**config.mk**
```make
export PLATFORM = sky130hd
export DESIGN_NAME = eighteen_bit_multimode_timer
export DESIGN_NICKNAME = d
export VERILOG_FILES = /design/src/tmr18_pkg.sv /design/src/window_gate_gen.sv /design/src/eighteen_bit_multimode_timer.sv
export VERILOG_INCLUDE_DIRS = /design/src
export SDC_FILE = /design/constraint.sdc
export NUM_CORES = 1
export LEC_CHECK = 0
export BUFFER_PORTS_ARGS = -buffer_cell sky130_fd_sc_hd__buf_4
export CAP_MARGIN = 20
export CORE_MARGIN = 5
export CORE_UTILIZATION = 64
export CTS_CLUSTER_DIAMETER = 30
export DETAILED_ROUTE_END_ITERATION = 6
export GPL_TIMING_DRIVEN = 0
export PLACE_DENSITY = 0.89
export SYNTH_ARGS = -nofsm -noshare
export SYNTH_HDL_FRONTEND = slang
export SYNTH_SLANG_ARGS = --single-unit
```
**constraint.sdc**
```tcl
create_clock -name I_CLK_SYS -period 4.4 [get_ports I_CLK_SYS]
set_input_delay 0.44 -clock I_CLK_SYS [delete_from_list [all_inputs] [get_ports I_CLK_SYS]]
set_output_delay 0.44 -clock I_CLK_SYS [all_outputs]
set_load 0.05 [all_outputs]
```
**src/tmr18_consts.svh**
```systemverilog
`ifndef TMR18_CONSTS_SVH
`define TMR18_CONSTS_SVH
// Overview of operation
// - Timer mode: count ticks, match interrupts, clears
// - Source clock choice depends on power mode
// - Slow mode undivided clock matches top 7 bits
// - Event mode: count falling edges, match clears
// - Pulse width: count falls of event AND clock
// - Window edge interrupt: falling or both edges
// - Measurement count keeps value until cleared
// - Wrap to zero sets sticky overflow flag
// - Stopping while event high raises interrupt
// - Both-edge start while event high interrupts
// - Gate-active flag meaningless in pulse width
// - Event fall during clock high adds one
// - Frequency mode counts events while gate high
// - Gate-active flag follows window in frequency
// - Output block control gates companion output
// - Gate high time is (16-setting) base periods
// - Separate high and low period settings
// - Gate syncs to divider, may start late
// - Low setting takes effect next low period
// - Gate fall while event high adds one
// - Gate-active reads 1 only counting high period
`define OFF_CTRL1     5'h00
`define OFF_CTRL2     5'h04
`define OFF_COMPARE   5'h08
`define OFF_GATE      5'h0C
`define OFF_STATUS    5'h10
`define OFF_COUNT     5'h14
`define CLEAR_BIT     7
`define STAT_GATE_BIT 7
`define STAT_OVF_BIT  6
`define START_RUN     2'h2
`define CNT_MAX       18'h3FFFF
`define GATE_FULL     5'h10
`define LF_DIV        11'h5F6
`define CMP_RST       18'h00000
`define GATE_RST      8'h00
`endif

```
**src/tmr18_pkg.sv**
```systemverilog
package tmr18_pkg;
   // System power modes
   typedef enum logic [1:0] {PWR_NORMAL, PWR_IDLE, PWR_SLOW, PWR_SLEEP} pwr_mode_e;
   // Counter operating modes
   typedef enum logic [1:0] {MD_TIMER, MD_EVENT, MD_PULSE, MD_FREQ} tmr_mode_e;
   // Window gate sequencer states
   typedef enum logic [1:0] {GW_IDLE, GW_WAIT, GW_HIGH, GW_LOW} gate_st_e;
endpackage

```
**src/window_gate_gen.sv**
```systemverilog
`timescale 1ns/1ps
`include "tmr18_consts.svh"
module window_gate_gen (
   input  wire logic       i_clk,      // System clock
   input  wire logic       i_srst,     // Sync reset
   input  wire logic       i_run,      // Timer running
   input  wire logic       i_tick,     // Base period tick
   input  wire logic [3:0] i_high_set, // High period setting
   input  wire logic [3:0] i_low_set,  // Low period setting
   output logic            o_gate      // Window level
);
   import tmr18_pkg::*;

   gate_st_e   st_r;   // Sequencer state
   gate_st_e   st_nxt; // Next state
   logic [4:0] left_r; // Ticks left in phase
   logic [4:0] left_nxt;
   wire        last = (left_r == 5'h01); // Phase ends this tick

   // Period length in base ticks
   function automatic logic [4:0] span(input logic [3:0] s);
      span = 5'(`GATE_FULL - {1'b0, s});
   endfunction

   // Phase sequencing
   always_comb begin
      st_nxt   = st_r;
      left_nxt = left_r;
      unique case (st_r)
         GW_IDLE: if (i_run) st_nxt = GW_WAIT;
         GW_WAIT: if (i_tick) begin // First phase waits a divider tick
            st_nxt   = GW_HIGH;
            left_nxt = span(i_high_set);
         end
         GW_HIGH: if (i_tick) begin
            left_nxt = left_r - 5'h01;
            if (last) begin // Low value latched at low entry
               st_nxt   = GW_LOW;
               left_nxt = span(i_low_set);
            end
         end
         GW_LOW: if (i_tick) begin
            left_nxt = left_r - 5'h01;
            if (last) begin // Cycle is high plus low
               st_nxt   = GW_HIGH;
               left_nxt = span(i_high_set);
            end
         end
      endcase
      if (!i_run) st_nxt = GW_IDLE;
   end

   // State registers
   always_ff @(posedge i_clk) begin
      if (i_srst) begin
         st_r   <= GW_IDLE;
         left_r <= 5'h00;
      end else begin
         st_r   <= st_nxt;
         left_r <= left_nxt;
      end
   end

   assign o_gate = (st_r == GW_HIGH);
endmodule

```
**src/eighteen_bit_multimode_timer.sv**
```systemverilog
// Our own choices: the Avalon-MM register port and the address map.
`timescale 1ns/1ps
`include "tmr18_consts.svh"
module eighteen_bit_multimode_timer (
   input  wire logic                 I_CLK_SYS,                // 50 MHz clock
   input  wire logic                 I_SRST,                   // Sync reset, high
   input  wire logic [4:0]           I_AVS_ADDRESS,            // Byte address
   input  wire logic                 I_AVS_READ,               // Read request
   input  wire logic                 I_AVS_WRITE,              // Write request
   input  wire logic [31:0]          I_AVS_WRITEDATA,          // Write data
   output logic      [31:0]          O_AVS_READDATA,           // Read data
   output logic                      O_AVS_WAITREQUEST,        // Wait request
   input  wire tmr18_pkg::pwr_mode_e I_PWR_MODE,               // Power mode
   input  wire logic                 I_EVENT_INPUT_PIN,        // Event pin
   input  wire logic                 I_EXTERNAL_GATE_INPUT,    // External gate
   input  wire logic                 I_COMPANION_TIMER_OUTPUT, // Companion out
   output logic                      O_SHARED_OUTPUT_PIN,      // Shared pin
   output logic                      O_SHARED_OUTPUT_OE,       // Shared pin enable
   output logic                      O_TIMER_INTERRUPT         // Interrupt pulse
);
   import tmr18_pkg::*;

   // Control fields
   tmr_mode_e   mode_r;      // Operating mode
   logic [1:0]  start_r;     // Start control
   logic [2:0]  src_r;       // Source clock select
   logic        edge_r;      // Gate edge select
   logic [1:0]  gsrc_r;      // Gate source select
   logic [1:0]  gclk_r;      // Gate clock select
   logic        oblk_r;      // Companion output block
   logic        dvs_r;       // Divider stage select
   logic [17:0] cmp_r;       // Compare value
   logic [7:0]  gper_r;      // Gate period setting
   // Counter state
   logic [17:0] cnt_r;       // Up counter
   logic [17:0] cnt_nxt;
   logic        ovf_r;       // Overflow flag
   logic        ovf_nxt;
   logic        gact_r;      // Gate active flag
   // Dividers
   logic [22:0] hf_r;        // High clock divider
   logic [10:0] lfp_r;       // Low clock prescaler
   logic [14:0] lf_r;        // Low clock divider
   logic        lfen_r;      // Low clock enable
   // Input pipeline
   logic        ev_m_r;      // Event sync stage 1
   logic        ev_s_r;      // Event sync stage 2
   logic        ev_d_r;      // Event delayed
   logic        and_d_r;     // AND window delayed
   logic        win_d_r;     // Window delayed
   // Bus
   logic        wait_r;      // Wait request
   logic [31:0] rdata_r;     // Read data
   logic        irq_r;       // Interrupt pulse
   logic        shp_r;       // Shared pin value
   logic        oe_r;        // Shared pin enable

   // Divider tap: all low bits set
   function automatic logic taps(input logic [22:0] c, input int n);
      logic r;
      r = 1'b1;
      for (int i = 0; i < 23; i++) begin
         if (i < n) r = r & c[i];
      end
      taps = r;
   endfunction

   // Power mode decode
   wire slow  = (I_PWR_MODE == PWR_SLOW);
   wire sleep = (I_PWR_MODE == PWR_SLEEP);
   wire lowpw = slow | sleep;
   wire use_lf = dvs_r | lowpw;
   wire [22:0] lfx = {8'h00, lf_r};

   // Divider tick pulses
   wire fc23 = taps(hf_r, 23);
   wire fc13 = taps(hf_r, 13);
   wire fc11 = taps(hf_r, 11);
   wire fc7  = taps(hf_r, 7);
   wire fc3  = taps(hf_r, 3);
   wire fs15 = lfen_r & taps(lfx, 15);
   wire fs5  = lfen_r & taps(lfx, 5);
   wire fs3  = lfen_r & taps(lfx, 3);
   wire fs4  = lfen_r & taps(lfx, 4);
   wire fs6  = lfen_r & taps(lfx, 6);
   wire fc12 = taps(hf_r, 12);
   wire fc14 = taps(hf_r, 14);

   // Internal source tick selection
   wire src_tick =
      (src_r == 3'h0) ? (use_lf ? fs15 : fc23) :
      (src_r == 3'h1) ? (use_lf ? fs5 : fc13) :
      (src_r == 3'h2) ? (use_lf ? fs3 : fc11) :
      (src_r == 3'h3) ? (!lowpw & fc7) :
      (src_r == 3'h4) ? (!lowpw & fc3) :
      (src_r == 3'h5) ? (!lowpw & lfen_r) :
      (src_r == 3'h6) ? !sleep : 1'b0;
   // Internal source level, falls at each tick (source 6: at every other tick)
   wire src_lvl =
      (src_r == 3'h0) ? (use_lf ? lf_r[14] : hf_r[22]) :
      (src_r == 3'h1) ? (use_lf ? lf_r[4] : hf_r[12]) :
      (src_r == 3'h2) ? (use_lf ? lf_r[2] : hf_r[10]) :
      (src_r == 3'h3) ? hf_r[6] :
      (src_r == 3'h4) ? hf_r[2] :
      (src_r == 3'h5) ? lfp_r[10] :
      (src_r == 3'h6) ? hf_r[0] : 1'b0;
   wire slow_fc = slow & (src_r == 3'h6); // Coarse match case

   // Window gate base tick
   wire gate_tick =
      (gclk_r == 2'h0) ? (use_lf ? fs4 : fc12) :
      (gclk_r == 2'h1) ? (use_lf ? fs5 : fc13) :
      (gclk_r == 2'h2) ? (use_lf ? fs6 : fc14) : 1'b0;

   // Mode and run decode
   wire run   = (start_r == `START_RUN);
   wire meas  = (mode_r == MD_PULSE) | (mode_r == MD_FREQ);
   wire pulse = (mode_r == MD_PULSE);
   wire freq  = (mode_r == MD_FREQ);
   wire igate;                    // Internal window gate
   wire sel_gate =                // Selected window gate
      (gsrc_r == 2'h0) ? I_EXTERNAL_GATE_INPUT :
      (gsrc_r == 2'h1) ? igate :
      (gsrc_r == 2'h2) ? I_COMPANION_TIMER_OUTPUT : 1'b0;
   wire win     = pulse ? ev_s_r : sel_gate; // Event is window in pulse mode
   wire win_f   = run & win_d_r & !win;
   wire win_r   = run & !win_d_r & win;
   wire and_now = ev_s_r & (pulse ? src_lvl : sel_gate);
   wire and_f   = and_d_r & !and_now; // Fall adds extra count
   wire ev_fall = ev_d_r & !ev_s_r;   // Edge on synced event

   // Bus decode
   wire req = I_AVS_READ | I_AVS_WRITE;
   wire we  = I_AVS_WRITE & !wait_r; // Write lands when wait is low
   wire we1 = we & (I_AVS_ADDRESS == `OFF_CTRL1);
   wire we2 = we & (I_AVS_ADDRESS == `OFF_CTRL2);
   wire wec = we & (I_AVS_ADDRESS == `OFF_COMPARE);
   wire weg = we & (I_AVS_ADDRESS == `OFF_GATE);
   wire clr = we1 & I_AVS_WRITEDATA[`CLEAR_BIT];
   wire [1:0] new_start = I_AVS_WRITEDATA[3:2];
   wire stop_wr  = we1 & run & (new_start != `START_RUN);
   wire start_wr = we1 & !run & (new_start == `START_RUN);

   // Counting decode
   wire inc =
      run & ((mode_r == MD_TIMER) ? src_tick :
             (mode_r == MD_EVENT) ? ev_fall :
             and_f);
   wire [17:0] cnt_step = cnt_r + 18'h00001;
   wire hit = !meas & (slow_fc ? (cnt_step[17:11] == cmp_r[17:11])
                               : (cnt_step == cmp_r));
   wire wrap = inc & meas & (cnt_r == `CNT_MAX);
   wire irq_nxt =
      (inc & hit) |
      (meas & (win_f | (edge_r & win_r))) |
      (pulse & stop_wr & ev_s_r) |
      (pulse & start_wr & edge_r & ev_s_r);

   // Counter and overflow next values
   always_comb begin
      cnt_nxt = cnt_r;
      ovf_nxt = ovf_r | wrap; // Sticky until cleared
      if (inc) begin
         cnt_nxt = hit ? 18'h00000 : cnt_step; // Measurement keeps value
      end
      if (clr) begin // Clear zeroes both together
         cnt_nxt = 18'h00000;
         ovf_nxt = wrap; // A wrap in the clear cycle is not lost
      end
   end

   // Read mux; compare slot returns count in measurement modes
   wire [31:0] rd_mux =
      (I_AVS_ADDRESS == `OFF_CTRL1)   ? {24'h0, 1'b0, src_r, start_r, mode_r} :
      (I_AVS_ADDRESS == `OFF_CTRL2)   ?
         {25'h0, dvs_r, oblk_r, gclk_r, gsrc_r, edge_r} :
      (I_AVS_ADDRESS == `OFF_COMPARE) ? {14'h0, meas ? cnt_r : cmp_r} :
      (I_AVS_ADDRESS == `OFF_GATE)    ? {24'h0, gper_r} :
      (I_AVS_ADDRESS == `OFF_STATUS)  ? {24'h0, gact_r, ovf_r, 6'h00} :
      (I_AVS_ADDRESS == `OFF_COUNT)   ? {14'h0, cnt_r} : 32'h00000000;

   // Internal window gate sequencer
   window_gate_gen u_gate (
      .i_clk      (I_CLK_SYS),
      .i_srst     (I_SRST),
      .i_run      (run & freq & (gsrc_r == 2'h1)),
      .i_tick     (gate_tick),
      .i_high_set (gper_r[3:0]),
      .i_low_set  (gper_r[7:4]),
      .o_gate     (igate)
   );

   // Free-running dividers
   always_ff @(posedge I_CLK_SYS) begin
      if (I_SRST) begin
         hf_r   <= 23'h000000;
         lfp_r  <= 11'h000;
         lfen_r <= 1'b0;
         lf_r   <= 15'h0000;
      end else begin
         hf_r   <= hf_r + 23'h000001;
         lfen_r <= (lfp_r == `LF_DIV - 11'h001);
         lfp_r  <= (lfp_r == `LF_DIV - 11'h001) ? 11'h000 : lfp_r + 11'h001;
         if (lfen_r) lf_r <= lf_r + 15'h0001;
      end
   end

   // Event synchronizer and edge history
   always_ff @(posedge I_CLK_SYS) begin
      if (I_SRST) begin
         ev_m_r  <= 1'b0;
         ev_s_r  <= 1'b0;
         ev_d_r  <= 1'b0;
         and_d_r <= 1'b0;
         win_d_r <= 1'b0;
      end else begin
         ev_m_r  <= I_EVENT_INPUT_PIN;
         ev_s_r  <= ev_m_r;
         ev_d_r  <= ev_s_r;
         and_d_r <= and_now;
         win_d_r <= win;
      end
   end

   // Control register writes
   always_ff @(posedge I_CLK_SYS) begin
      if (I_SRST) begin
         mode_r  <= MD_TIMER;
         start_r <= 2'h0;
         src_r   <= 3'h0;
         edge_r  <= 1'b0;
         gsrc_r  <= 2'h0;
         gclk_r  <= 2'h0;
         oblk_r  <= 1'b0;
         dvs_r   <= 1'b0;
         cmp_r   <= `CMP_RST;
         gper_r  <= `GATE_RST;
      end else begin
         if (we1) begin
            mode_r  <= tmr_mode_e'(I_AVS_WRITEDATA[1:0]);
            start_r <= new_start;
            src_r   <= I_AVS_WRITEDATA[6:4];
         end
         if (we2) begin
            edge_r <= I_AVS_WRITEDATA[0];
            gsrc_r <= I_AVS_WRITEDATA[2:1];
            gclk_r <= I_AVS_WRITEDATA[4:3];
            oblk_r <= I_AVS_WRITEDATA[5];
            dvs_r  <= I_AVS_WRITEDATA[6];
         end
         if (wec) cmp_r <= I_AVS_WRITEDATA[17:0];
         if (weg) gper_r <= I_AVS_WRITEDATA[7:0];
      end
   end

   // Counter, flags and interrupt
   always_ff @(posedge I_CLK_SYS) begin
      if (I_SRST) begin
         cnt_r  <= 18'h00000;
         ovf_r  <= 1'b0;
         gact_r <= 1'b0;
         irq_r  <= 1'b0;
      end else begin
         cnt_r  <= cnt_nxt;
         ovf_r  <= ovf_nxt;
         gact_r <= freq & run & sel_gate; // Low in pulse mode
         irq_r  <= irq_nxt;               // One-cycle pulse
      end
   end

   // Companion output routing
   always_ff @(posedge I_CLK_SYS) begin
      if (I_SRST) begin
         shp_r <= 1'b0;
         oe_r  <= 1'b0;
      end else begin
         shp_r <= !oblk_r & I_COMPANION_TIMER_OUTPUT;
         oe_r  <= !oblk_r;
      end
   end

   // Avalon slave: one wait cycle per access
   always_ff @(posedge I_CLK_SYS) begin
      if (I_SRST) begin
         wait_r  <= 1'b1;
         rdata_r <= 32'h00000000;
      end else if (req & wait_r) begin
         wait_r  <= 1'b0;
         rdata_r <= I_AVS_READ ? rd_mux : 32'h00000000;
      end else begin
         wait_r <= 1'b1;
      end
   end

   assign O_AVS_READDATA      = rdata_r;
   assign O_AVS_WAITREQUEST   = wait_r;
   assign O_SHARED_OUTPUT_PIN = shp_r;
   assign O_SHARED_OUTPUT_OE  = oe_r;
   assign O_TIMER_INTERRUPT   = irq_r;
endmodule

```
==> results.yml <==
critical_path:
  path_class: "reg -> reg"
  cp.required_ns: 4.71
  critPathTopFamily: "compound AO/OA/AOI/OAI gates"
  path_cells: "ha_1, nand3_1, o31ai_1, a21oi_1, a2111o_1, a211oi_1, o2111a_1, buf_6, buf_6, o31ai_1, a22o_1"
  worstSetupStartpointType: "register"
  r2r_cells: 11
  r2r_end: "cnt_r[2]"
  startpoint: "cnt_r[0]"
  reg2reg_from: "cnt_r[0]"
  cp_num_buf_inv: 2
  cp_max_fo: 10
  crit_path_end_kind: "register"
  cp_slowest_cell: "dfxtp_1"
  regToRegSetupSlack_ns: 1.14
  cp_slowest_stage_delay_ns: 0.51
  cp_data_arrival_time_ns: 3.57
logic_synthesis:
  synth_xor_area_frac: 0.0734
  ys_ff_latch: 144
  synth_area_um2: 7520
  synth_top_family_by_area: "simple AND/OR/NAND/NOR gates"
  yosys.area.top_type: "dfxtp_1"
  synth_edf_count: 0
  yosysMostFrequentCell: "dfxtp_1"
  synthFlopType: "dfxtp_1"
  async_reset_ff_frac: 0
  postSynthCellCount: 940
  synth.top_cells.by_count: "dfxtp_1, nand2_1, nor2_1"
  yosysTopAreaCellShare: 0.383
  synth.area.top_cells: "dfxtp_1, nand2_1, nor2_1"
  ys_seq_area_frac: 0.383
  synth_warnings: 0
  synthAdderAreaFrac: 0.0183
  muxShareOfSynthArea: 0.0361
  syn_avg_cell_area_um2: 8.00
  synth_compound_area_frac: 0.166
  yosys.area_share.simple: 0.271
  ys_types: 71
sta:
  skew_ns: 0.00979
  clock.fmax_mhz: 307
  final-setup-viol-count: 0
  rsz0062_at_grt: "false"
  slew_headroom: 0.342
  fin_crit_sh: 0.741
  period_needed_ns: 3.26
  maxSlewViolCount: 0
  worst_slack_ns: 1.14
  hold_viol: 0
  finalSetupTns_ns: 0
  worst_pin_slew_ns: 0.979
place:
  numPortBuffers: 52
  gp_congestion: 0.954
  hpwl_um: 14200
  dp_slack_ns: 1.29
  postPlaceCellArea_um2: 8140
  placed_cells: 1148
route:
  drt_iter0_markers: 952
  vias_per_cell: 6.17
  dr.pass1.iters: 7
  wl_per_cell_um: 17.0
  drt_wl_total_um: 20100
  vias: 7288
  drtAntennaViolNets: 0
  drc: 8
power_and_ir_drop:
  p_sw_frac: 0.234
  vdd_drop_max_mv: 0.299
  power.density_nw_per_um2: 338
  intPower_mw: 2.26
  p_comb_frac: 0.065
  pwr-share-seq: 0.451
  pwr-share-clk: 0.483
  p_leak_nw: 3.15
  power.switching_mw: 0.689
  p_total_mw: 2.95
cts:
  postCtsSetupBuffers: 0
  cts_made_buffers: 17
  cts_root_buf: "clkbuf_16"
  cts_sinks: 144
  post_cts_resized: 0
  cts_hold_buf: 0
  clkTransAtPathRegs_ns: 0.06
  tritoncts: "done"
  insertion_delay_ns: 0.43
  ctsLongestPathBuffers: 2
  cts_max_level: 4
final_layout:
  fin_nets: 1082
  syn_to_final_growth_pct: 16.1
  postLayoutCellArea_um2: 8730
  post_route_cells_drive_above_1_share: 0.120
  layoutNonFillerInstCount: 1181
  insertedDiodeCount: 0
status:
  status: "complete, but fails checks"
  violations: "DRC"
floorplanning:
  die_x_um: 118
  pin_count: 82
  start_util: 0.656
  die_h_um: 118
  core_area_um2: 11500
  die-area_um2: 14000
  rows: 39
hold_path:
  holdPathStages: 2
  hold_class: "in -> reg"
  worstHoldStart: "I_EVENT_INPUT_PIN"
  hold_path_end: "ev_m_r"
global_routing:
  grt_antenna_before_repair: 0
  grt_pass1_wl_um: 32700
  grt_use_total: 0.283
  grt_max_degree: 17
  grt_overflow: 0
  grt_pass1_vias: 6652
flow_run:
  maxCapViolCount: 0
registers in the layout (all words and copies together) (netlist names), 2 cells and up:
name / cells
u_gate.st_r: 2
lf_r: 15
cmp_r: 18
cnt_r: 18
mode_r: 2
gper_r: 8
O_AVS_READDATA: 18
src_r: 3
lfp_r: 11
gclk_r: 2
u_gate.left_r: 5
gsrc_r: 2
hf_r: 23
start_r: 2
power by group through the flow:
stage               Combinational (mW)  Clock (mW)  Sequential (mW)
detailed placement               0.186           0             1.36
CTS                              0.188        1.43             1.33
global placement                 0.183           0             1.36
finish                           0.192        1.43             1.33
global route                     0.206        1.50             1.33
floorplan                        0.119           0             1.36
how the worst max path moves through the flow:
stage / end / slack (ns) / cells after the start
4_1_cts: cnt_r[2] / 1.23 / 10
2_1_floorplan: cnt_r[12] / 1.74 / 10
3_5_place_dp: cnt_r[3] / 1.29 / 10
5_1_grt: cnt_r[2] / 1.00 / 11
6_report: cnt_r[2] / 1.14 / 11
3_3_place_gp: cnt_r[3] / 1.30 / 10
metrics by stage:
step                      hold WS (ns)   util
after CTS                        0.226  0.761
final                            0.228  0.761
after floorplan                  0.414      -
after detailed placement         0.428  0.710
after global routing             0.236  0.761
after global placement           0.423  0.710
metal layers:
layer,part of all wire,up-vias,global-route usage
met1,0.41,3388,0.377
met2,0.46,387,0.446
met4,0.031,0,0.116
met3,0.094,73,0.0640
li1,-,3440,-
met5,0,-,0
logic make-up after synthesis:
family,after synthesis
AO/OA/AOI/OAI,195
XOR/XNOR,63
adder cells (fa/ha/maj),11
buffers and inverters,77
flip-flops,144
multiplexers,27
other,1
AND/OR/NAND/NOR,422
cell usage in the layout, fill, tap and decap left out, types with 4 or more instances in the layout:
| cell | synthesis | final |
|---|---|---|
| dfxtp_1 | 144 | 144 |
| nand2_1 | 131 | 131 |
| nor2_1 | 127 | 127 |
| a21oi_1 | 75 | 75 |
| buf_4 | 15 | 67 |
| nand3_1 | 34 | 34 |
| clkbuf_1 | 31 | 34 |
| xor2_1 | 32 | 32 |
| xnor2_1 | 31 | 31 |
| o21ai_0 | 30 | 30 |
| mux2i_1 | 26 | 26 |
| nor3_1 | 18 | 18 |
| clkbuf_16 | 0 | 17 |
| inv_1 | 16 | 16 |
| nand4_1 | 16 | 16 |
| or3_1 | 15 | 15 |
| conb_1 | 1 | 14 |
| nor2b_1 | 13 | 13 |
| a22o_1 | 12 | 12 |
| a22oi_1 | 11 | 11 |
| ha_1 | 11 | 11 |
| nand2b_1 | 10 | 10 |
| o31ai_1 | 10 | 10 |
| a21o_1 | 9 | 9 |
| nor4_1 | 7 | 7 |
| buf_2 | 6 | 6 |
| and3_1 | 6 | 6 |
| o211ai_1 | 6 | 6 |
| a31oi_1 | 6 | 6 |
| or4_1 | 6 | 6 |
| a222oi_1 | 6 | 6 |
| buf_1 | 5 | 5 |
| and2_1 | 5 | 5 |
| a211oi_1 | 5 | 5 |
| buf_6 | 4 | 4 |
| nor4b_1 | 4 | 4 |
| o21ai_1 | 4 | 4 |
cell type report:
cell class | instances | area, um^2
multi-input combinational | 732 | 4310
sequential | 144 | 2880
timing repair buffer | 53 | 395
buffer | 61 | 323
clock buffer | 23 | 478
inverter | 16 | 60.1
clock inverter | 9 | 108
tap | 143 | 179
fill | 857 | 2740
No activity file was read; power rests on OpenSTA's default activity.
